[src/rtmc_pkg.sv]
package rtmc_pkg;

    // ----------------------------------------
    // register map
    // ----------------------------------------
    localparam logic [7:0] ADDR_TERM_OP_STATUS = 8'h18;
    localparam int TA_MSB = 15;
    localparam int TA_LSB = 11;
    localparam int TAP_BIT = 10;
    localparam int LOCK_BIT = 9;
    localparam int HOSTW_LSB = 9;
    localparam int TYPE_MSB = 5;
    localparam int TYPE_LSB = 3;
    localparam int APF_BIT = 2;
    localparam logic [15:0] OP_STATUS_RESET = 16'h0000;

    // ----------------------------------------
    // sync option field codes
    // ----------------------------------------
    localparam logic [1:0] SYNC_HOST = 2'b00;
    localparam logic [1:0] SYNC_IF_BIT0_LO = 2'b01;
    localparam logic [1:0] SYNC_IF_BIT0_HI = 2'b10;
    localparam logic [1:0] SYNC_ALWAYS = 2'b11;

    // ----------------------------------------
    // command word fields and codes
    // ----------------------------------------
    localparam int CW_TR_BIT = 10;
    localparam int CW_SA_MSB = 9;
    localparam int CW_SA_LSB = 5;
    localparam int CW_MC_MSB = 4;
    localparam int CW_MC_LSB = 0;
    localparam logic [4:0] SA_MODE_LO = 5'h00;
    localparam logic [4:0] SA_MODE_HI = 5'h1f;
    localparam logic [4:0] MC_SYNC_DATA = 5'h11;
    localparam logic [4:0] MC_TX_VECTOR = 5'h10;
    localparam logic [4:0] MC_RESET_RT = 5'h08;
    localparam int MC_HI_BIT = 4;

    localparam logic [2:0] CT_SUBADDR = 3'b000;
    localparam logic [2:0] CT_NO_DATA = 3'b100;
    localparam logic [2:0] CT_RX_DATA = 3'b010;
    localparam logic [2:0] CT_TX_DATA = 3'b001;
    localparam logic [2:0] CT_UNDEF = 3'b111;

    // ----------------------------------------
    // timing
    // ----------------------------------------
    localparam int CLK_PERIOD_NS = 40;
    localparam int CUR_CMD_DELAY_NS = 5000;
    localparam int CUR_CMD_DELAY_CYC = CUR_CMD_DELAY_NS / CLK_PERIOD_NS;
    localparam int DLY_W = 7;
    localparam logic [DLY_W-1:0] DLY_LAST = DLY_W'(CUR_CMD_DELAY_CYC - 1);
    localparam logic [DLY_W-1:0] DLY_ZERO = 7'h00;

    // ----------------------------------------
    // carriers
    // ----------------------------------------
    typedef struct packed {
        logic wr;
        logic rd;
        logic [7:0] addr;
        logic [15:0] wdata;
    } rtmc_host_req_t;

    typedef struct packed {
        logic valid;
        logic broadcast;
        logic [15:0] word;
    } rtmc_cmd_t;

    typedef struct packed {
        logic [2:0] type_bits;
        logic sync_rx;
        logic vector_tx;
        logic reset_tx;
    } rtmc_decoded_t;

    typedef enum logic [1:0] {
        RTMC_SR_IDLE = 2'b00,
        RTMC_SR_WAIT = 2'b01,
        RTMC_SR_FIRE = 2'b11
    } rtmc_sr_state_t;

endpackage

[src/rtmc_cmd_decode.sv]
module rtmc_cmd_decode (
    input wire logic [15:0] cmd_word,
    output rtmc_pkg::rtmc_decoded_t dec
);

    wire logic [4:0] sa = cmd_word[rtmc_pkg::CW_SA_MSB:rtmc_pkg::CW_SA_LSB];
    wire logic [4:0] mc = cmd_word[rtmc_pkg::CW_MC_MSB:rtmc_pkg::CW_MC_LSB];
    wire logic tx = cmd_word[rtmc_pkg::CW_TR_BIT];
    wire logic is_mode = (sa == rtmc_pkg::SA_MODE_LO) || (sa == rtmc_pkg::SA_MODE_HI);
    wire logic mc_hi = mc[rtmc_pkg::MC_HI_BIT];

    wire logic [2:0] mode_type = mc_hi ? (tx ? rtmc_pkg::CT_TX_DATA : rtmc_pkg::CT_RX_DATA)
                                      : (tx ? rtmc_pkg::CT_NO_DATA : rtmc_pkg::CT_UNDEF);

    wire logic [2:0] type_bits = is_mode ? mode_type : rtmc_pkg::CT_SUBADDR;
    wire logic sync_rx = is_mode && !tx && (mc == rtmc_pkg::MC_SYNC_DATA);
    wire logic vector_tx = is_mode && tx && (mc == rtmc_pkg::MC_TX_VECTOR);
    wire logic reset_tx = is_mode && tx && (mc == rtmc_pkg::MC_RESET_RT);

    // one driver for the whole carrier, not one per member
    assign dec = {type_bits, sync_rx, vector_tx, reset_tx};

endmodule

[src/rtmc_mode_status.sv]
module rtmc_mode_status (
    input wire logic clock,
    input wire logic rstn,
    // strap pins, caught at master reset release
    input wire logic [4:0] terminal_address_bits,
    input wire logic terminal_address_parity,
    input wire logic address_lock_pin,
    // option bits from the terminal configuration
    input wire logic [1:0] sync_load_option,
    input wire logic vector_word_option,
    input wire logic reset_command_option,
    // host register access
    input rtmc_pkg::rtmc_host_req_t host_req,
    output logic [15:0] host_rdata,
    // protocol engine events
    input rtmc_pkg::rtmc_cmd_t cmd,
    input wire logic mode_data_valid,
    input wire logic [15:0] mode_data_word,
    input wire logic status_tx_req,
    input wire logic status_tx_done,
    output logic status_tx_go,
    // automatic actions
    output logic time_tag_load,
    output logic [15:0] time_tag_value,
    output logic service_request_clear,
    output logic soft_reset_signal,
    output logic [5:0] terminal_address_out
);

    // ----------------------------------------
    // command decode
    // ----------------------------------------
    rtmc_pkg::rtmc_decoded_t dec;

    rtmc_cmd_decode u_decode (
        .cmd_word(cmd.word),
        .dec(dec)
    );

    // ----------------------------------------
    // state
    // ----------------------------------------
    logic strap_done_q;
    logic [6:0] host_bits_q;
    logic [6:0] host_bits_d;
    logic [2:0] type_q;
    logic [2:0] type_pend_q;
    logic dly_run_q;
    logic [rtmc_pkg::DLY_W-1:0] dly_cnt_q;
    logic apf_q;
    logic sync_armed_q;
    logic sync_bcast_q;
    logic tx_pend_q;
    logic load_q;
    logic [15:0] load_val_q;
    logic src_q;
    logic go_q;
    logic [15:0] rdata_q;
    rtmc_pkg::rtmc_sr_state_t sr_q;
    rtmc_pkg::rtmc_sr_state_t sr_d;
    logic soft_q;

    // ----------------------------------------
    // address, parity and lock
    // ----------------------------------------
    wire logic lock = host_bits_q[rtmc_pkg::LOCK_BIT - rtmc_pkg::HOSTW_LSB];
    wire logic hit = host_req.addr == rtmc_pkg::ADDR_TERM_OP_STATUS;
    wire logic host_wr_ok = host_req.wr && hit && !lock;
    wire logic [6:0] strap_bits = {terminal_address_bits, terminal_address_parity, address_lock_pin};

    // lock pin low at master reset is how the outside party unlocks
    assign host_bits_d = !strap_done_q ? strap_bits
                       : host_wr_ok ? host_req.wdata[15:rtmc_pkg::HOSTW_LSB]
                       : host_bits_q;

    // odd parity over address plus parity bit
    wire logic parity_bad = ~^host_bits_d[6:1];

    always_ff @(posedge clock or negedge rstn) begin
        if (!rstn) begin
            strap_done_q <= 1'b0;
            host_bits_q <= 7'h00;
            apf_q <= 1'b0;
        end else begin
            strap_done_q <= 1'b1;
            host_bits_q <= host_bits_d;
            apf_q <= parity_bad;
        end
    end

    // ----------------------------------------
    // current command type, delayed
    // ----------------------------------------
    // a newer command restarts the wait so the flags track the last one
    wire logic dly_hit = dly_run_q && (dly_cnt_q == rtmc_pkg::DLY_LAST);

    always_ff @(posedge clock or negedge rstn) begin
        if (!rstn) begin
            dly_run_q <= 1'b0;
            dly_cnt_q <= rtmc_pkg::DLY_ZERO;
            type_pend_q <= rtmc_pkg::CT_SUBADDR;
            type_q <= rtmc_pkg::CT_SUBADDR;
        end else begin
            if (cmd.valid) begin
                dly_run_q <= 1'b1;
                dly_cnt_q <= rtmc_pkg::DLY_ZERO;
                type_pend_q <= dec.type_bits;
            end else if (dly_hit) begin
                dly_run_q <= 1'b0;
            end else if (dly_run_q) begin
                dly_cnt_q <= dly_cnt_q + 1'b1;
            end
            if (dly_hit && !cmd.valid) begin
                type_q <= type_pend_q;
            end
        end
    end

    // ----------------------------------------
    // synchronize with data
    // ----------------------------------------
    wire logic bit0 = mode_data_word[0];
    wire logic opt_ok = (sync_load_option == rtmc_pkg::SYNC_ALWAYS)
                      || ((sync_load_option == rtmc_pkg::SYNC_IF_BIT0_LO) && !bit0)
                      || ((sync_load_option == rtmc_pkg::SYNC_IF_BIT0_HI) && bit0);
    // option 00 never loads; status release below is unchanged
    wire logic do_load = sync_armed_q && mode_data_valid && opt_ok;

    always_ff @(posedge clock or negedge rstn) begin
        if (!rstn) begin
            sync_armed_q <= 1'b0;
            sync_bcast_q <= 1'b0;
            load_q <= 1'b0;
            load_val_q <= 16'h0000;
        end else begin
            if (cmd.valid) begin
                sync_armed_q <= dec.sync_rx;
                sync_bcast_q <= cmd.broadcast;
            end else if (mode_data_valid) begin
                sync_armed_q <= 1'b0;
            end
            load_q <= do_load;
            if (do_load) begin
                load_val_q <= mode_data_word;
            end
        end
    end

    // ----------------------------------------
    // status word release
    // ----------------------------------------
    // held back from a non-broadcast sync command until its data word arrives, and in
    // any load cycle, so the counter is written before the first status bit leaves
    wire logic load_busy = do_load || (sync_armed_q && !sync_bcast_q);
    wire logic tx_want = status_tx_req || tx_pend_q;

    always_ff @(posedge clock or negedge rstn) begin
        if (!rstn) begin
            tx_pend_q <= 1'b0;
            go_q <= 1'b0;
        end else begin
            go_q <= tx_want && !load_busy;
            tx_pend_q <= tx_want && load_busy;
        end
    end

    // ----------------------------------------
    // transmit vector word
    // ----------------------------------------
    always_ff @(posedge clock or negedge rstn) begin
        if (!rstn) begin
            src_q <= 1'b0;
        end else begin
            // clears with the command, ahead of any status request
            src_q <= cmd.valid && dec.vector_tx && !vector_word_option;
        end
    end

    // ----------------------------------------
    // reset remote terminal
    // ----------------------------------------
    wire logic rst_cmd = cmd.valid && dec.reset_tx && !reset_command_option;

    always_comb begin
        sr_d = sr_q;
        unique case (sr_q)
            rtmc_pkg::RTMC_SR_IDLE: begin
                if (rst_cmd) begin
                    sr_d = cmd.broadcast ? rtmc_pkg::RTMC_SR_FIRE : rtmc_pkg::RTMC_SR_WAIT;
                end
            end
            rtmc_pkg::RTMC_SR_WAIT: begin
                if (status_tx_done) begin
                    sr_d = rtmc_pkg::RTMC_SR_FIRE;
                end
            end
            rtmc_pkg::RTMC_SR_FIRE: begin
                sr_d = rtmc_pkg::RTMC_SR_IDLE;
            end
            default: begin
                sr_d = rtmc_pkg::RTMC_SR_IDLE;
            end
        endcase
    end

    always_ff @(posedge clock or negedge rstn) begin
        if (!rstn) begin
            sr_q <= rtmc_pkg::RTMC_SR_IDLE;
            soft_q <= 1'b0;
        end else begin
            sr_q <= sr_d;
            // own flop so the pin carries no decode glitch
            soft_q <= (sr_d == rtmc_pkg::RTMC_SR_FIRE);
        end
    end

    // ----------------------------------------
    // register read
    // ----------------------------------------
    // bits 8..6 and 1..0 stay zero
    wire logic [15:0] op_status = {host_bits_q, 3'b000, type_q, apf_q, 2'b00};

    always_ff @(posedge clock or negedge rstn) begin
        if (!rstn) begin
            rdata_q <= rtmc_pkg::OP_STATUS_RESET;
        end else begin
            rdata_q <= (host_req.rd && hit) ? op_status : 16'h0000;
        end
    end

    // ----------------------------------------
    // outputs
    // ----------------------------------------
    assign host_rdata = rdata_q;
    assign status_tx_go = go_q;
    assign time_tag_load = load_q;
    assign time_tag_value = load_val_q;
    assign service_request_clear = src_q;
    assign soft_reset_signal = soft_q;
    assign terminal_address_out = host_bits_q[6:1];

endmodule

[config.mk]
export PLATFORM = sky130hd
export DESIGN_NAME = rtmc_mode_status
export DESIGN_NICKNAME = d
export VERILOG_FILES = /design/src/rtmc_pkg.sv /design/src/rtmc_cmd_decode.sv /design/src/rtmc_mode_status.sv
export SDC_FILE = /design/constraint.sdc
export NUM_CORES = 1
export LEC_CHECK = 0
export BUFFER_PORTS_ARGS = -buffer_cell sky130_fd_sc_hd__buf_2
export CAP_MARGIN = 20
export CORE_MARGIN = 1
export CORE_UTILIZATION = 44
export CTS_BUF_LIST = sky130_fd_sc_hd__clkbuf_4
export DETAILED_ROUTE_END_ITERATION = 7
export PLACE_DENSITY = 0.78
export SKIP_LAST_GASP = 1
export SYNTH_ARGS = -nofsm -noshare
export SYNTH_HDL_FRONTEND = slang
export SYNTH_SLANG_ARGS = --single-unit
[constraint.sdc]
create_clock -name clock -period 1.65 [get_ports clock]
set_input_delay 0.165 -clock clock [delete_from_list [all_inputs] [get_ports clock]]
set_output_delay 0.165 -clock clock [all_outputs]
set_load 0.01 [all_outputs]
**After elaboration in Yosys (flattened, before gate mapping)**

Index checks and enable logic that the tools add are counted.
Widths: inputs -> output; s select.

- Equal/unequal tests: 13
- Add/subtract/negate cells: 1
- Multiplexer cells: 18
- Reduce and logical (&&, ||, !) cells: 41

Operator list:

| operator | number |
|---|---|
| $mux 7 | 5 |
| $logic_and 1x1->1 | 21 |
| $mux 16 | 1 |
| $eq 5x5->1 const B | 3 |
| $mux 2 | 5 |
| $eq 8x5->1 const B | 1 |
| $logic_not 1->1 | 8 |
| $add 7x1->7 const B | 1 |
| $eq 7x7->1 const B | 1 |
| $eq 2x2->1 const B | 3 |
| $mux 3 | 2 |
| $reduce_bool 2->1 | 3 |
| $reduce_xnor 6->1 | 1 |
| $eq 5x4->1 const B | 1 |
| $logic_not 5->1 | 1 |
| $logic_or 1x1->1 | 5 |
| $eq 2x1->1 const B | 2 |
| $mux 1 | 4 |
| $pmux 2 s2 | 1 |
| $logic_not 2->1 | 1 |
| $ne 2x1->1 const B | 1 |
| $ne 2x2->1 const B | 1 |
| $reduce_and 2->1 | 1 |

- Output and inout port bits: 42
- Flip-flop bits (word level): 64
- Logic and storage cells: 91

**Longest topological paths before layout**

Gate-level depths: netlist (run 1).

- Word-level depth: 9
- Depth in mapped cells: 8

**Hierarchy**

A second synthesis (run 1) with hierarchy kept.

- Cell total of the unflattened synthesis: 231
- Area, all modules: 2686.3 µm²

Modules (own cells, without submodules):

| module | seq. area each (µm²) | instances | area each (µm²) | cells an instance |
|---|---|---|---|---|
| rtmc_mode_status | 1476.4 | 1 | 2519.9 | 208 |
| rtmc_cmd_decode | 0.0 | 1 | 166.4 | 23 |

**Worst setup path before layout (run 1)**

OpenSTA, ideal clock, no wires.

- Kind: input to register
- Start point: input port host_req[21] in the netlist's numbering
- End point: register apf_q
- Stages: 6
- Slack: -0.266 ns
- Path buffers: 1
- Data required time: 1.516 ns
- Data arrival time: 1.782 ns
- Cell sequence: or4b_4 -> buf_6 -> o31a_1 -> o22a_2 -> xnor2_2 -> xnor3_1

- Cells in the longest elaborated chain, start to end: 6

Ends and longest elaborated chain:

| item | RTL line | source |
|---|---|---|
| start: declaration | rtmc_mode_status.sv:13 | `input rtmc_pkg::rtmc_host_req_t host_req,` |
| $eq 8x5->1 | rtmc_mode_status.sv:67 | `wire logic hit = host_req.addr == rtmc_pkg::ADDR_TERM_OP_STATUS;` |
| $logic_and 1x1->1 (2 in a row) | rtmc_mode_status.sv:68 | `wire logic host_wr_ok = host_req.wr && hit && !lock;` |
| $mux 7 | rtmc_mode_status.sv:73 | `: host_wr_ok ? host_req.wdata[15:rtmc_pkg::HOSTW_LSB]` |
| $mux 7 | rtmc_mode_status.sv:72 | `assign host_bits_d = !strap_done_q ? strap_bits` |
| named net host_bits_d[4] | rtmc_mode_status.sv:45 | `logic [6:0] host_bits_d;` |
| $reduce_xnor 6->1 | rtmc_mode_status.sv:77 | `wire logic parity_bad = ~^host_bits_d[6:1];` |
| named net parity_bad | rtmc_mode_status.sv:77 |  |
| end signal: assignment | rtmc_mode_status.sv:87 | `apf_q <= parity_bad;` |
| end: declaration | rtmc_mode_status.sv:50 | `logic apf_q;` |

The timed path passes the listed nets, and every way through them passes these cells. The select of a mux whose other input is x is not followed.
A chain may end at the register's enable or synchronous reset.

**Worst setup path in the final report (run 1)**

- Start point: register host_bits_q[0]
- End point: register apf_q

- Cells in the longest elaborated chain, start to end: 5

Ends and longest elaborated chain:

| item | RTL line | source |
|---|---|---|
| start: declaration | rtmc_mode_status.sv:44 | `logic [6:0] host_bits_q;` |
| start signal: assignment | rtmc_mode_status.sv:86 | `host_bits_q <= host_bits_d;` |
| $logic_not 1->1 | rtmc_mode_status.sv:68 |  |
| $logic_and 1x1->1 | rtmc_mode_status.sv:68 |  |
| $mux 7 | rtmc_mode_status.sv:73 |  |
| $mux 7 | rtmc_mode_status.sv:72 |  |
| named net host_bits_d[1] | rtmc_mode_status.sv:45 |  |
| $reduce_xnor 6->1 | rtmc_mode_status.sv:77 |  |
| named net parity_bad | rtmc_mode_status.sv:77 |  |

The timed path passes the listed nets, and every way through them passes these cells. The select of a mux whose other input is x is not followed.

==> impl_results.md, run 1 <==
- Mapped Avg Cell Area: 11.62 µm²
- Ys flop type: dfrtp_1
- Clock skew: 0.01418 ns
- Synth Register Bits: 59
- Slew Limit Fails: 0
- Area of placed instances: 3207 µm²
- Type of the worst setup path: flip-flop to flip-flop
- Total Routing Usage GR: 0.1945
- Final Cycle Share: 1.042
- CTS HTree Levels: 3
- Largest net degree at the start of global routing: 43
- Req. time, crit path: 1.91 ns
- Detailed placement HPWL: 4052 µm
- Status: complete, but fails checks
- Vias per Instance: 5.073
- Max_cap viols: 0
- Fin. Hold Viols: 0
- Initial Util: 0.4675
- Asr flop ratio synth: 1.000
- Crit Path Max Fanout: 4
- Syn Inst Count: 227
- Core ar.: 5642 µm²
- Cell area after layout: 3535 µm²
- Number of vias in the routed layout: 2,156
- DRT antenna net count: 0
- Port Buffers: 98
- Setup Fix Bufs, Post-CTS: 0
- Post-synth EDFFs: 0
- Yosys cell types: 39
- Setup WS pre-CTS: -0.4588 ns
- Met2 usage: 0.3299
- Adder-cell area share of the yosys netlist: 0.01898
- Max frequency: 581.5 MHz
- CTS tree: built
- Top Usage Layer GRT: met2
- Final min period: 1.720 ns
- Final wirelength: 5643 µm
- Routed wire length per instance: 13.28 µm
- Worst hold path class: input port to flip-flop
- Yosys warning count: 0
- Reg2Reg Depth: 5
- Syn Std Cell Area: 2638 µm²
- Synth Area in XOR/XNOR: 0.04127
- Violated checks: setup timing
- Clk buf depth: 2
- Worst Hold Depth: 3
- Sequential fraction of the synthesis area: 0.5598
- First-pass GRT wire length: 9328 µm
- Reg clk slew, reported paths: 0.09 ns
- Vias in the first global route: 2,104
- Fin Hold WS: 0.02953 ns
- Compound-cell area share of the yosys netlist: 0.08918
- Largest family of logic cells by synthesized area: simple AND/OR/NAND/NOR gates
- Top-level I/O count: 118
- Max VDD drop: 0.0004169 V
- Layout Nets: 428
- Root Buffer: clkbuf_4
- Util after Layout: 0.6265
- Antenna violations before repair: 0
- Placer congestion estimate: 0.7791
- CP endpoint kind: flip-flop
- P_leak: 1.887 nW
- DRC viols: 0
- Critical Path AT: 1.98 ns
- Final setup fails: 1
- Overall power: 0.002705 W
- First-pass DRT Iterations: 4
- Fraction of the mapped netlist area in simple logic gates: 0.1404
- Area grow syn2layout: 34.01%
- Die Y: 79.43 µm
- Skew-Pair Late Insertion Delay: 0.39 ns
- Startpoint Class: flip-flop
- Post-route setup slack: -0.06972 ns
- Number of diodes: 0
- GR Overflow Total: 0
- Die Wd: 79.43 µm
- CTS Buf Count: 9
- First DRT Iteration DRCs: 120
- Std cell rows: 27
- CTS Sinks: 59
- PD cells: 765.3 nW/µm²
- RSZ-0062 raised after global routing: yes
- Multiplexer area fraction after synthesis: 0.08065
- Met3 Use GR: 0.04686
- Layout cell share with drive strength beyond 1: 0.4419
- Die Area: 6308 µm²
- Met1 Usage GRT: 0.2290
synthesized netlist by cell type (3+ instances only):
cell type	number	share of area
dfrtp_1	59	0.56
nor2_1	21	0.030
mux2_2	18	0.077
and3_1	12	0.028
inv_1	12	0.017
buf_4	11	0.031
nand2_1	11	0.016
clkbuf_1	7	0.010
xor2_1	6	0.020
a21oi_1	5	0.0095
nand4_1	5	0.012
o41ai_1	5	0.017
a31oi_1	4	0.0095
ha_1	4	0.019
nor2b_1	4	0.0095
nand2b_1	3	0.0071
nand3_1	3	0.0057
nor4_1	3	0.0071
o22ai_1	3	0.0071
o31a_1	3	0.010
stage by stage:
stage,instances,TNS (ns)
3_3_place_gp,391,-0.3983
3_5_place_dp,391,-0.4945
6_report,425,-0.06972
4_1_cts,423,-0.05170
2_1_floorplan,231,-0.2493
5_1_grt,425,-0.1575
final timing paths:
check	endpoint	slack, ns	start
max	apf_q	-0.07	host_bits_q[0]
min reg2reg	sr_q[0]	0.46	sr_q[1]
min in group asynchronous	time_tag_value[7]	0.25	rstn
max reg2reg	apf_q	-0.07	host_bits_q[0]
min	host_bits_q[0]	0.03	address_lock_pin
max in group asynchronous	host_rdata[13]	0.85	rstn
state kept, by name, indices dropped and copies added (netlist names):
name	flops
sync_armed_q	1
tx_pend_q	1
apf_q	1
host_bits_q	7
strap_done_q	1
dly_cnt_q	7
dly_run_q	1
soft_reset_signal	1
type_q	3
service_request_clear	1
time_tag_value	16
host_rdata	11
type_pend_q	3
time_tag_load	1
status_tx_go	1
sr_q	2
sync_bcast_q	1
report_power, final:
group	total, W	internal [W]	switching [W]
clock	0.000803	0.000323	0.000481
combinational	0.000370	0.000197	0.000172
sequential	0.00153	0.00150	0.0000361
cells in the final DEF, fill, tap and decap left out, drive strengths merged, types with 3 or more instances in the layout:
cell / n
clkinv: 5
xor2: 6
nand2: 11
nor4: 3
and3: 12
nand4: 5
nand3: 3
o31a: 4
o22a: 4
dfrtp: 59
buf: 108
dlygate4sd3: 18
inv: 12
clkbuf: 11
nor2b: 4
a21oi: 5
nand2b: 3
xnor2: 3
o41ai: 5
conb: 6
ha: 4
nor2: 21
a31oi: 4
o22ai: 3
mux2: 18
kinds of logic after synthesis:
logic type                 count (synthesis)
and+or+nand+nor                           69
DFF                                       59
AOI/OAI and AO/OA                         32
buffers and inverters                     32
muxes                                     19
xor gates and xnor gates                  10
adders and majority gates                  4
other                                      2
critical path, cell delays in order (launching register included):
cell and delay (ns):
dfrtp_1 0.42, nor2b_1 0.20, nand4_1 0.14, a31oi_2 0.27, xor2_1 0.18, xnor3_1 0.40
per-layer routing:
layer	vias to the layer above	share of wire	wire, µm
met5	-	0	0
met4	0	0.019	105
met3	14	0.048	271
met2	70	0.52	2916
met1	1042	0.42	2350
li1	1030	-	-
layout make-up:
type                    instances  area (µm²)
repair buffers                126       758.2
flip-flops and latches         59        1476
inverters                      12       45.04
multi-input cells             140        1062
clock inverters                 5       20.02
well taps                      72       90.09
fillers                       470        2107
clock buffers                  11       82.58
repair_timing:
action,4_1_cts,5_1_grt
setup endpoints to repair,1,4
endpoints found under the hold margin,32,2
gates cloned,0,0
gates resized for setup,5,4
pin swaps,5,0
hold buffers,16,2
No activity file was read; power rests on OpenSTA's default activity.
==> run 2, diff against run 1 <==
--- a/config.mk
+++ b/config.mk
@@ -8,10 +8,10 @@
 export BUFFER_PORTS_ARGS = -buffer_cell sky130_fd_sc_hd__buf_2
 export CAP_MARGIN = 20
 export CORE_MARGIN = 1
-export CORE_UTILIZATION = 44
+export CORE_UTILIZATION = 51
 export CTS_BUF_LIST = sky130_fd_sc_hd__clkbuf_4
 export DETAILED_ROUTE_END_ITERATION = 7
-export PLACE_DENSITY = 0.78
+export PLACE_DENSITY = 0.86
 export SKIP_LAST_GASP = 1
 export SYNTH_ARGS = -nofsm -noshare
 export SYNTH_HDL_FRONTEND = slang
==> constraint.sdc (replaced) <==
create_clock -name clock -period 2.1 [get_ports clock]
set_input_delay 0.21 -clock clock [delete_from_list [all_inputs] [get_ports clock]]
set_output_delay 0.21 -clock clock [all_outputs]
set_load 0.01 [all_outputs]
==> run 2 against run 1 <==
Effect of this change:
- the flow now finishes without violations
- clock power up 10%
- cell count down 5.6%
- utilization up 5.9 points
- die area down 13%
- critical path depth unchanged
- sequential power down 21%
- non-clock buffer count down 19
- register-to-register slack better by 0.21 ns
- total power down 13%
- fmax down 12%
- flip-flop and latch count unchanged
- via count down 4.3%
- largest power group unchanged
==> impl_results.md, run 2 (synthesis results as in run 1) <==
- Status: finished, final reports clean
- CTS HTree Levels: 3 (unchanged)
- Cts hold-fix bufs: 3 (-13)
- CTS Sinks: 59 (unchanged)
- Top-level I/O count: 118 (unchanged)
- Worst reg2reg path startpoint: host_bits_q[0]
- Slew Limit Fails: 0 (unchanged)
- Slowest stage cell, crit path: dfrtp_1
- Reg2Reg Setup Slack: 0.14 ns (+0.21 ns)
- Total Routing Usage GR: 0.2100 (+0.01545)
- Critical path, cell by cell: nand2b_1 > o31a_2 > o22a_2 > xnor2_2 > xnor3_1
- Highest-count cells in the layout ignoring fill and taps: 98 x buf_2, 59 x dfrtp_1, 21 x nor2_1, 18 x mux2_2
- Worst Hold Depth: 2 (-1)
- Detailed placement HPWL: 3955 µm (-2.4%)
- Setup WS pre-CTS: -0.1404 ns (+0.3184 ns)
- Area of the multi-input gates: 999.7 µm² (-5.9%)
- Number of vias in the routed layout: 2,063 (-4.3%)
- Hold worst-path end: sync_armed_q
- Std cell rows: 25 (-7.4%)
- Met2 usage: 0.3323 (+0.002409)
- DRT antenna net count: 0 (unchanged)
- RSZ-0062 raised after global routing: no
- First-pass DRT Iterations: 4 (unchanged)
- P_leak: 1.811 nW (-4.0%)
- Reg2Reg Depth: 5 (unchanged)
- Clk buf depth: 2 (unchanged)
- Post-route setup slack: 0.1418 ns (+0.2115 ns)
- Clock skew: 0.01391 ns (-0.0002718 ns)
- Max frequency: 510.7 MHz (-12%)
- Placer congestion estimate: 0.7748 (-0.55%)
- CP endpoint kind: flip-flop
- Crit Path Max Fanout: 8 (+4)
- Type of the worst setup path: flip-flop to flip-flop
- Final min period: 1.958 ns (+0.2385 ns)
- RR Endpoint: apf_q
- Core ar.: 4848 µm² (-14%)
- Max stage delay on crit path: 0.47 ns (+0.05 ns)
- GR Overflow Total: 0 (unchanged)
- Critical Path AT: 2.21 ns (+0.23 ns)
- Skew-Pair Late Insertion Delay: 0.39 ns (about the same)
- Layout Nets: 409 (-4.4%)
- Die Y: 73.92 µm (-6.9%)
- Routed wire length per instance: 13.09 µm (-1.4%)
- Overall power: 0.002342 W (-13%)
- Setup Fix Bufs, Post-CTS: 0 (unchanged)
- Commonest non-fill, non-tap cell in the layout: buf_2
- First DRT Iteration DRCs: 60 (-50%)
- Post_cts resized: 0 (-5)
- Fin. Hold Viols: 0 (unchanged)
- Root Buffer: clkbuf_4
- Die Wd: 73.92 µm (-6.9%)
- CTS Buf Count: 9 (unchanged)
- PD cells: 704.1 nW/µm² (-8.0%)
- Startpoint Class: flip-flop
- Max_cap viols: 0 (unchanged)
- Largest net degree at the start of global routing: 27 (-37%)
- Top Usage Layer GRT: met2
- Layout filler cell count: 390 (-17%)
- DRC viols: 0 (unchanged)
- Worst hold path class: input port to flip-flop
- Final setup fails: 0 (-1)
- CTS tree: built
- Req. time, crit path: 2.36 ns (+0.45 ns)
- Hold Startpoint: cmd[10]
- Antenna violations before repair: 0 (unchanged)
- Number of diodes: 0 (unchanged)
- Port Buffers: 98 (unchanged)
- Met1 Usage GRT: 0.2543 (+0.02527)
- Vias in the first global route: 1,996 (-5.1%)
- Reg clk slew, reported paths: 0.09 ns (about the same)
- Die Area: 5463 µm² (-13%)
- Max VDD drop: 0.0005011 V (+20%)
- Max reg flops: 16 (unchanged)
- First-pass GRT wire length: 8390 µm (-10%)
- Worst Max-Slew Pin Slew: 0.5675 ns
- Layout cell share with drive strength beyond 1: 0.4341 (-0.007795)
- Met3 Use GR: 0.06036 (+0.01350)
- Initial Util: 0.5440 (+0.07649)
- Slew margin rel.: 0.6182
- Final Cycle Share: 0.9325 (-0.1098)
- Vias per Instance: 5.145 (+1.4%)
- Reg area: 1476 µm² (unchanged)
- Area grow syn2layout: 26.09%
- Final wirelength: 5248 µm (-7.0%)
run 2: cell types whose count changed in the layout (fill, tap and decap cells not counted), moves of 2 or more:
cell and change:
clkinv_2 +3, a31oi_2 -2, bufinv_16 +2, o31ai_1 +2, o41ai_2 -3, dlygate4sd3_1 -15
o41ai_1 +3, clkinv_1 -4, buf_4 -3, a31oi_1 +2, o31ai_2 -2
run 2: power by group:
part           switching, W  internal, W
clock              0.000395     0.000489
combinational      0.000127     0.000125
sequential        0.0000309      0.00118
run 2: metrics by stage:
step	utilization	setup TNS, ns	instance area, µm²	instances	hold slack [ns]
floorplan	-	0	2653	231	-0.08559
global placement	0.6477	-0.001830	3141	382	0.2319
detailed placement	0.6477	-0.1404	3141	382	0.2386
CTS	0.6859	0	3326	401	0.003190
global route	0.6859	0	3326	401	0.01671
finish	0.6859	0	3326	401	0.02930
run 2: cell type report:
type / count / area share
clock inverters: 6 / 0.02408
repair buffers: 107 / 0.1701
flip-flops and latches: 59 / 0.4439
clock buffers: 10 / 0.02257
multi-input cells: 140 / 0.3006
well taps: 67 / 0.02521
inverters: 12 / 0.01354
run 2: how the worst max path moves through the flow:
stage,from,to,slack [ns]
6_report,host_bits_q[0],apf_q,0.14
3_3_place_gp,host_req[21],apf_q,-0.002
3_5_place_dp,host_req[21],apf_q,-0.14
2_1_floorplan,host_req[21],apf_q,0.14
5_1_grt,host_bits_q[0],apf_q,0.04
4_1_cts,host_bits_q[0],apf_q,0.16
run 2: routing by layer:
metal	vias to the layer above	wire, µm
met5	-	0
met4	0	120
met1	979	2212
met3	14	314
met2	79	2601
li1	991	-
run 2: critical path, delay by kind of cell, from the launching register on:
family | cells | cell delay (ns)
DFF | 1 | 0.47
AOI/OAI and AO/OA | 2 | 0.55
and+or+nand+nor | 1 | 0.29
xor gates and xnor gates | 2 | 0.53
==> run 3, diff against run 2 <==
--- a/config.mk
+++ b/config.mk
@@ -11,8 +11,10 @@
 export CORE_UTILIZATION = 51
 export CTS_BUF_LIST = sky130_fd_sc_hd__clkbuf_4
 export DETAILED_ROUTE_END_ITERATION = 7
+export MAX_ROUTING_LAYER = met4
 export PLACE_DENSITY = 0.86
 export SKIP_LAST_GASP = 1
+export SLEW_MARGIN = 15
 export SYNTH_ARGS = -nofsm -noshare
 export SYNTH_HDL_FRONTEND = slang
 export SYNTH_SLANG_ARGS = --single-unit
==> run 3 against run 2 <==
Effect of this change:
- global-route usage is 0.69 points higher
- critical endpoint unchanged
- cell area unchanged
- count of clock-buffer cells in the layout is the same
- critical path type unchanged
- utilization unchanged
- sequential power barely moved
- die area did not move
==> impl_results.md, run 3 (synthesis results as in run 1) <==
- Number of vias in the routed layout: 2,064 (+0.048%)
- Skew-Pair Late Insertion Delay: 0.39 ns (about the same)
- DRC viols: 0 (unchanged)
- Startpoint Class: flip-flop
- First DRT Iteration DRCs: 62 (+3.3%)
- Clk buf depth: 2 (unchanged)
- Layout Nets: 409 (unchanged)
- Total Routing Usage GR: 0.2168 (+0.006896)
- CTS tree: built
- Fin Hold WS: 0.02934 ns (+0.00004000 ns)
- CTS Buf Count: 9 (unchanged)
- Setup_tns: 0 ns (unchanged)
- M1 WL: 2195 µm (-0.77%)
- Std cell rows: 25 (unchanged)
- Highest-count cells in the layout ignoring fill and taps: 98 x buf_2, 59 x dfrtp_1, 21 x nor2_1, 18 x mux2_2
- Largest net degree at the start of global routing: 27 (unchanged)
- CP endpoint kind: flip-flop
- CTS Sinks: 59 (unchanged)
- Layout filler cell count: 390 (unchanged)
- Placer congestion estimate: 0.7853 (+1.4%)
- Final wirelength: 5246 µm (about the same)
- Antenna violations before repair: 0 (unchanged)
- Req. time, crit path: 2.36 ns (about the same)
- Initial Util: 0.5440 (unchanged)
- Routed wire length per instance: 13.08 µm (about the same)
- DRT antenna net count: 0 (unchanged)
- First-pass DRT Iterations: 4 (unchanged)
- Final setup fails: 0 (unchanged)
- Crit Path Max Fanout: 8 (unchanged)
- Final Cycle Share: 0.9319 (about the same)
- Number of diodes: 0 (unchanged)
- Clock skew: 0.01431 ns (+0.0003947 ns)
- Detailed placement HPWL: 3955 µm (unchanged)
- CTS HTree Levels: 3 (unchanged)
- Fin. Hold Viols: 0 (unchanged)
- First-pass GRT wire length: 8383 µm (about the same)
- Commonest non-fill, non-tap cell in the layout: buf_2
- Max stage delay on crit path: 0.47 ns (about the same)
- Top-level I/O count: 118 (unchanged)
- WP buf/inv: 0 (unchanged)
- Slowest stage cell, crit path: dfrtp_1
- GR Overflow Total: 0 (unchanged)
- Overall power: 0.002341 W (about the same)
- Reg clk slew, reported paths: 0.09 ns (about the same)
- Die Wd: 73.92 µm (unchanged)
- Slew Limit Fails: 0 (unchanged)
- Met2 WL: 2600 µm (about the same)
- Root Buffer: clkbuf_4
- Core ar.: 4848 µm² (unchanged)
- Top routing layer in use: met4
- Slew margin rel.: 0.6182 (unchanged)
- Layout cell share with drive strength beyond 1: 0.4341 (unchanged)
- Max VDD drop: 0.0005012 V (about the same)
- Final min period: 1.957 ns (-0.001183 ns)
- Critical Path AT: 2.21 ns (about the same)
- Port Buffers: 98 (unchanged)
- Worst hold path class: input port to flip-flop
- Die Y: 73.92 µm (unchanged)
- Type of the worst setup path: flip-flop to flip-flop
- Die Area: 5463 µm² (unchanged)
- Critical path, cell by cell: nand2b_1 > o31a_2 > o22a_2 > xnor2_2 > xnor3_1
- Vias per Instance: 5.147 (about the same)
- Worst Max-Slew Pin Slew: 0.5675 ns (unchanged)
- Status: finished, final reports clean
- Max frequency: 511.0 MHz (about the same)
- P_leak: 1.811 nW (unchanged)
- Max_cap viols: 0 (unchanged)
- CP top delay family: compound AO/OA/AOI/OAI gates
- Max reg flops: 16 (unchanged)
- Vias in the first global route: 1,997 (+0.050%)
- Met3 Wirelength: 331 µm (+5.4%)
- Area grow syn2layout: 26.09% (unchanged)
- RSZ-0062 raised after global routing: no
- PD cells: 704.0 nW/µm² (about the same)
-- run 3: what timing repair did --
item	4_1_cts	5_1_grt
hold buffers	3	0
buffers inserted	0	0
hold endpoints to repair	26	0
resized for setup	0	0
-- run 3: final cells by class --
class	count	area [µm²]	area share
clock inverters	6	80.08	0.02408
multi-input cells	140	999.7	0.3006
clock buffers	10	75.07	0.02257
repair buffers	107	565.5	0.1701
inverters	12	45.04	0.01354
well taps	67	83.83	0.02521
flip-flops and latches	59	1476	0.4439
-- run 3: per-stage QoR --
| stage | setup slack [ns] | instance area (µm²) | std cells | utilization |
|---|---|---|---|---|
| 2_1_floorplan | 0.1392 | 2653 | 231 | - |
| 5_1_grt | 0.03920 | 3326 | 401 | 0.6859 |
| 4_1_cts | 0.1555 | 3326 | 401 | 0.6859 |
| 6_report | 0.1430 | 3326 | 401 | 0.6859 |
| 3_5_place_dp | -0.1404 | 3141 | 382 | 0.6477 |
| 3_3_place_gp | -0.001830 | 3141 | 382 | 0.6477 |
-- run 3: routing by layer --
layer  global-route usage  vias to the layer above
met3              0.05761                       14
met5                    -                        -
met2               0.3323                       82
li1                     -                      991
met4               0.1282                        0
met1               0.2561                      977
-- run 3: worst paths after layout --
| path | endpoint | slack [ns] | depth (start not counted) | startpoint |
|---|---|---|---|---|
| worst max-delay path | apf_q | 0.14 | 5 | host_bits_q[0] |
| worst min-delay path | sync_armed_q | 0.03 | 2 | cmd[10] |
| worst max register to register | apf_q | 0.14 | 5 | host_bits_q[0] |
| worst min register to register | sr_q[0] | 0.46 | 1 | sr_q[1] |
| max in group asynchronous | host_bits_q[4] | 1.08 | 3 | rstn |
| min in group asynchronous | sync_armed_q | 0.34 | 2 | rstn |
-- run 3: power by group --
group	internal, W	switching, W
registers	0.00118	0.0000310
clock network	0.000489	0.000394
logic	0.000125	0.000127
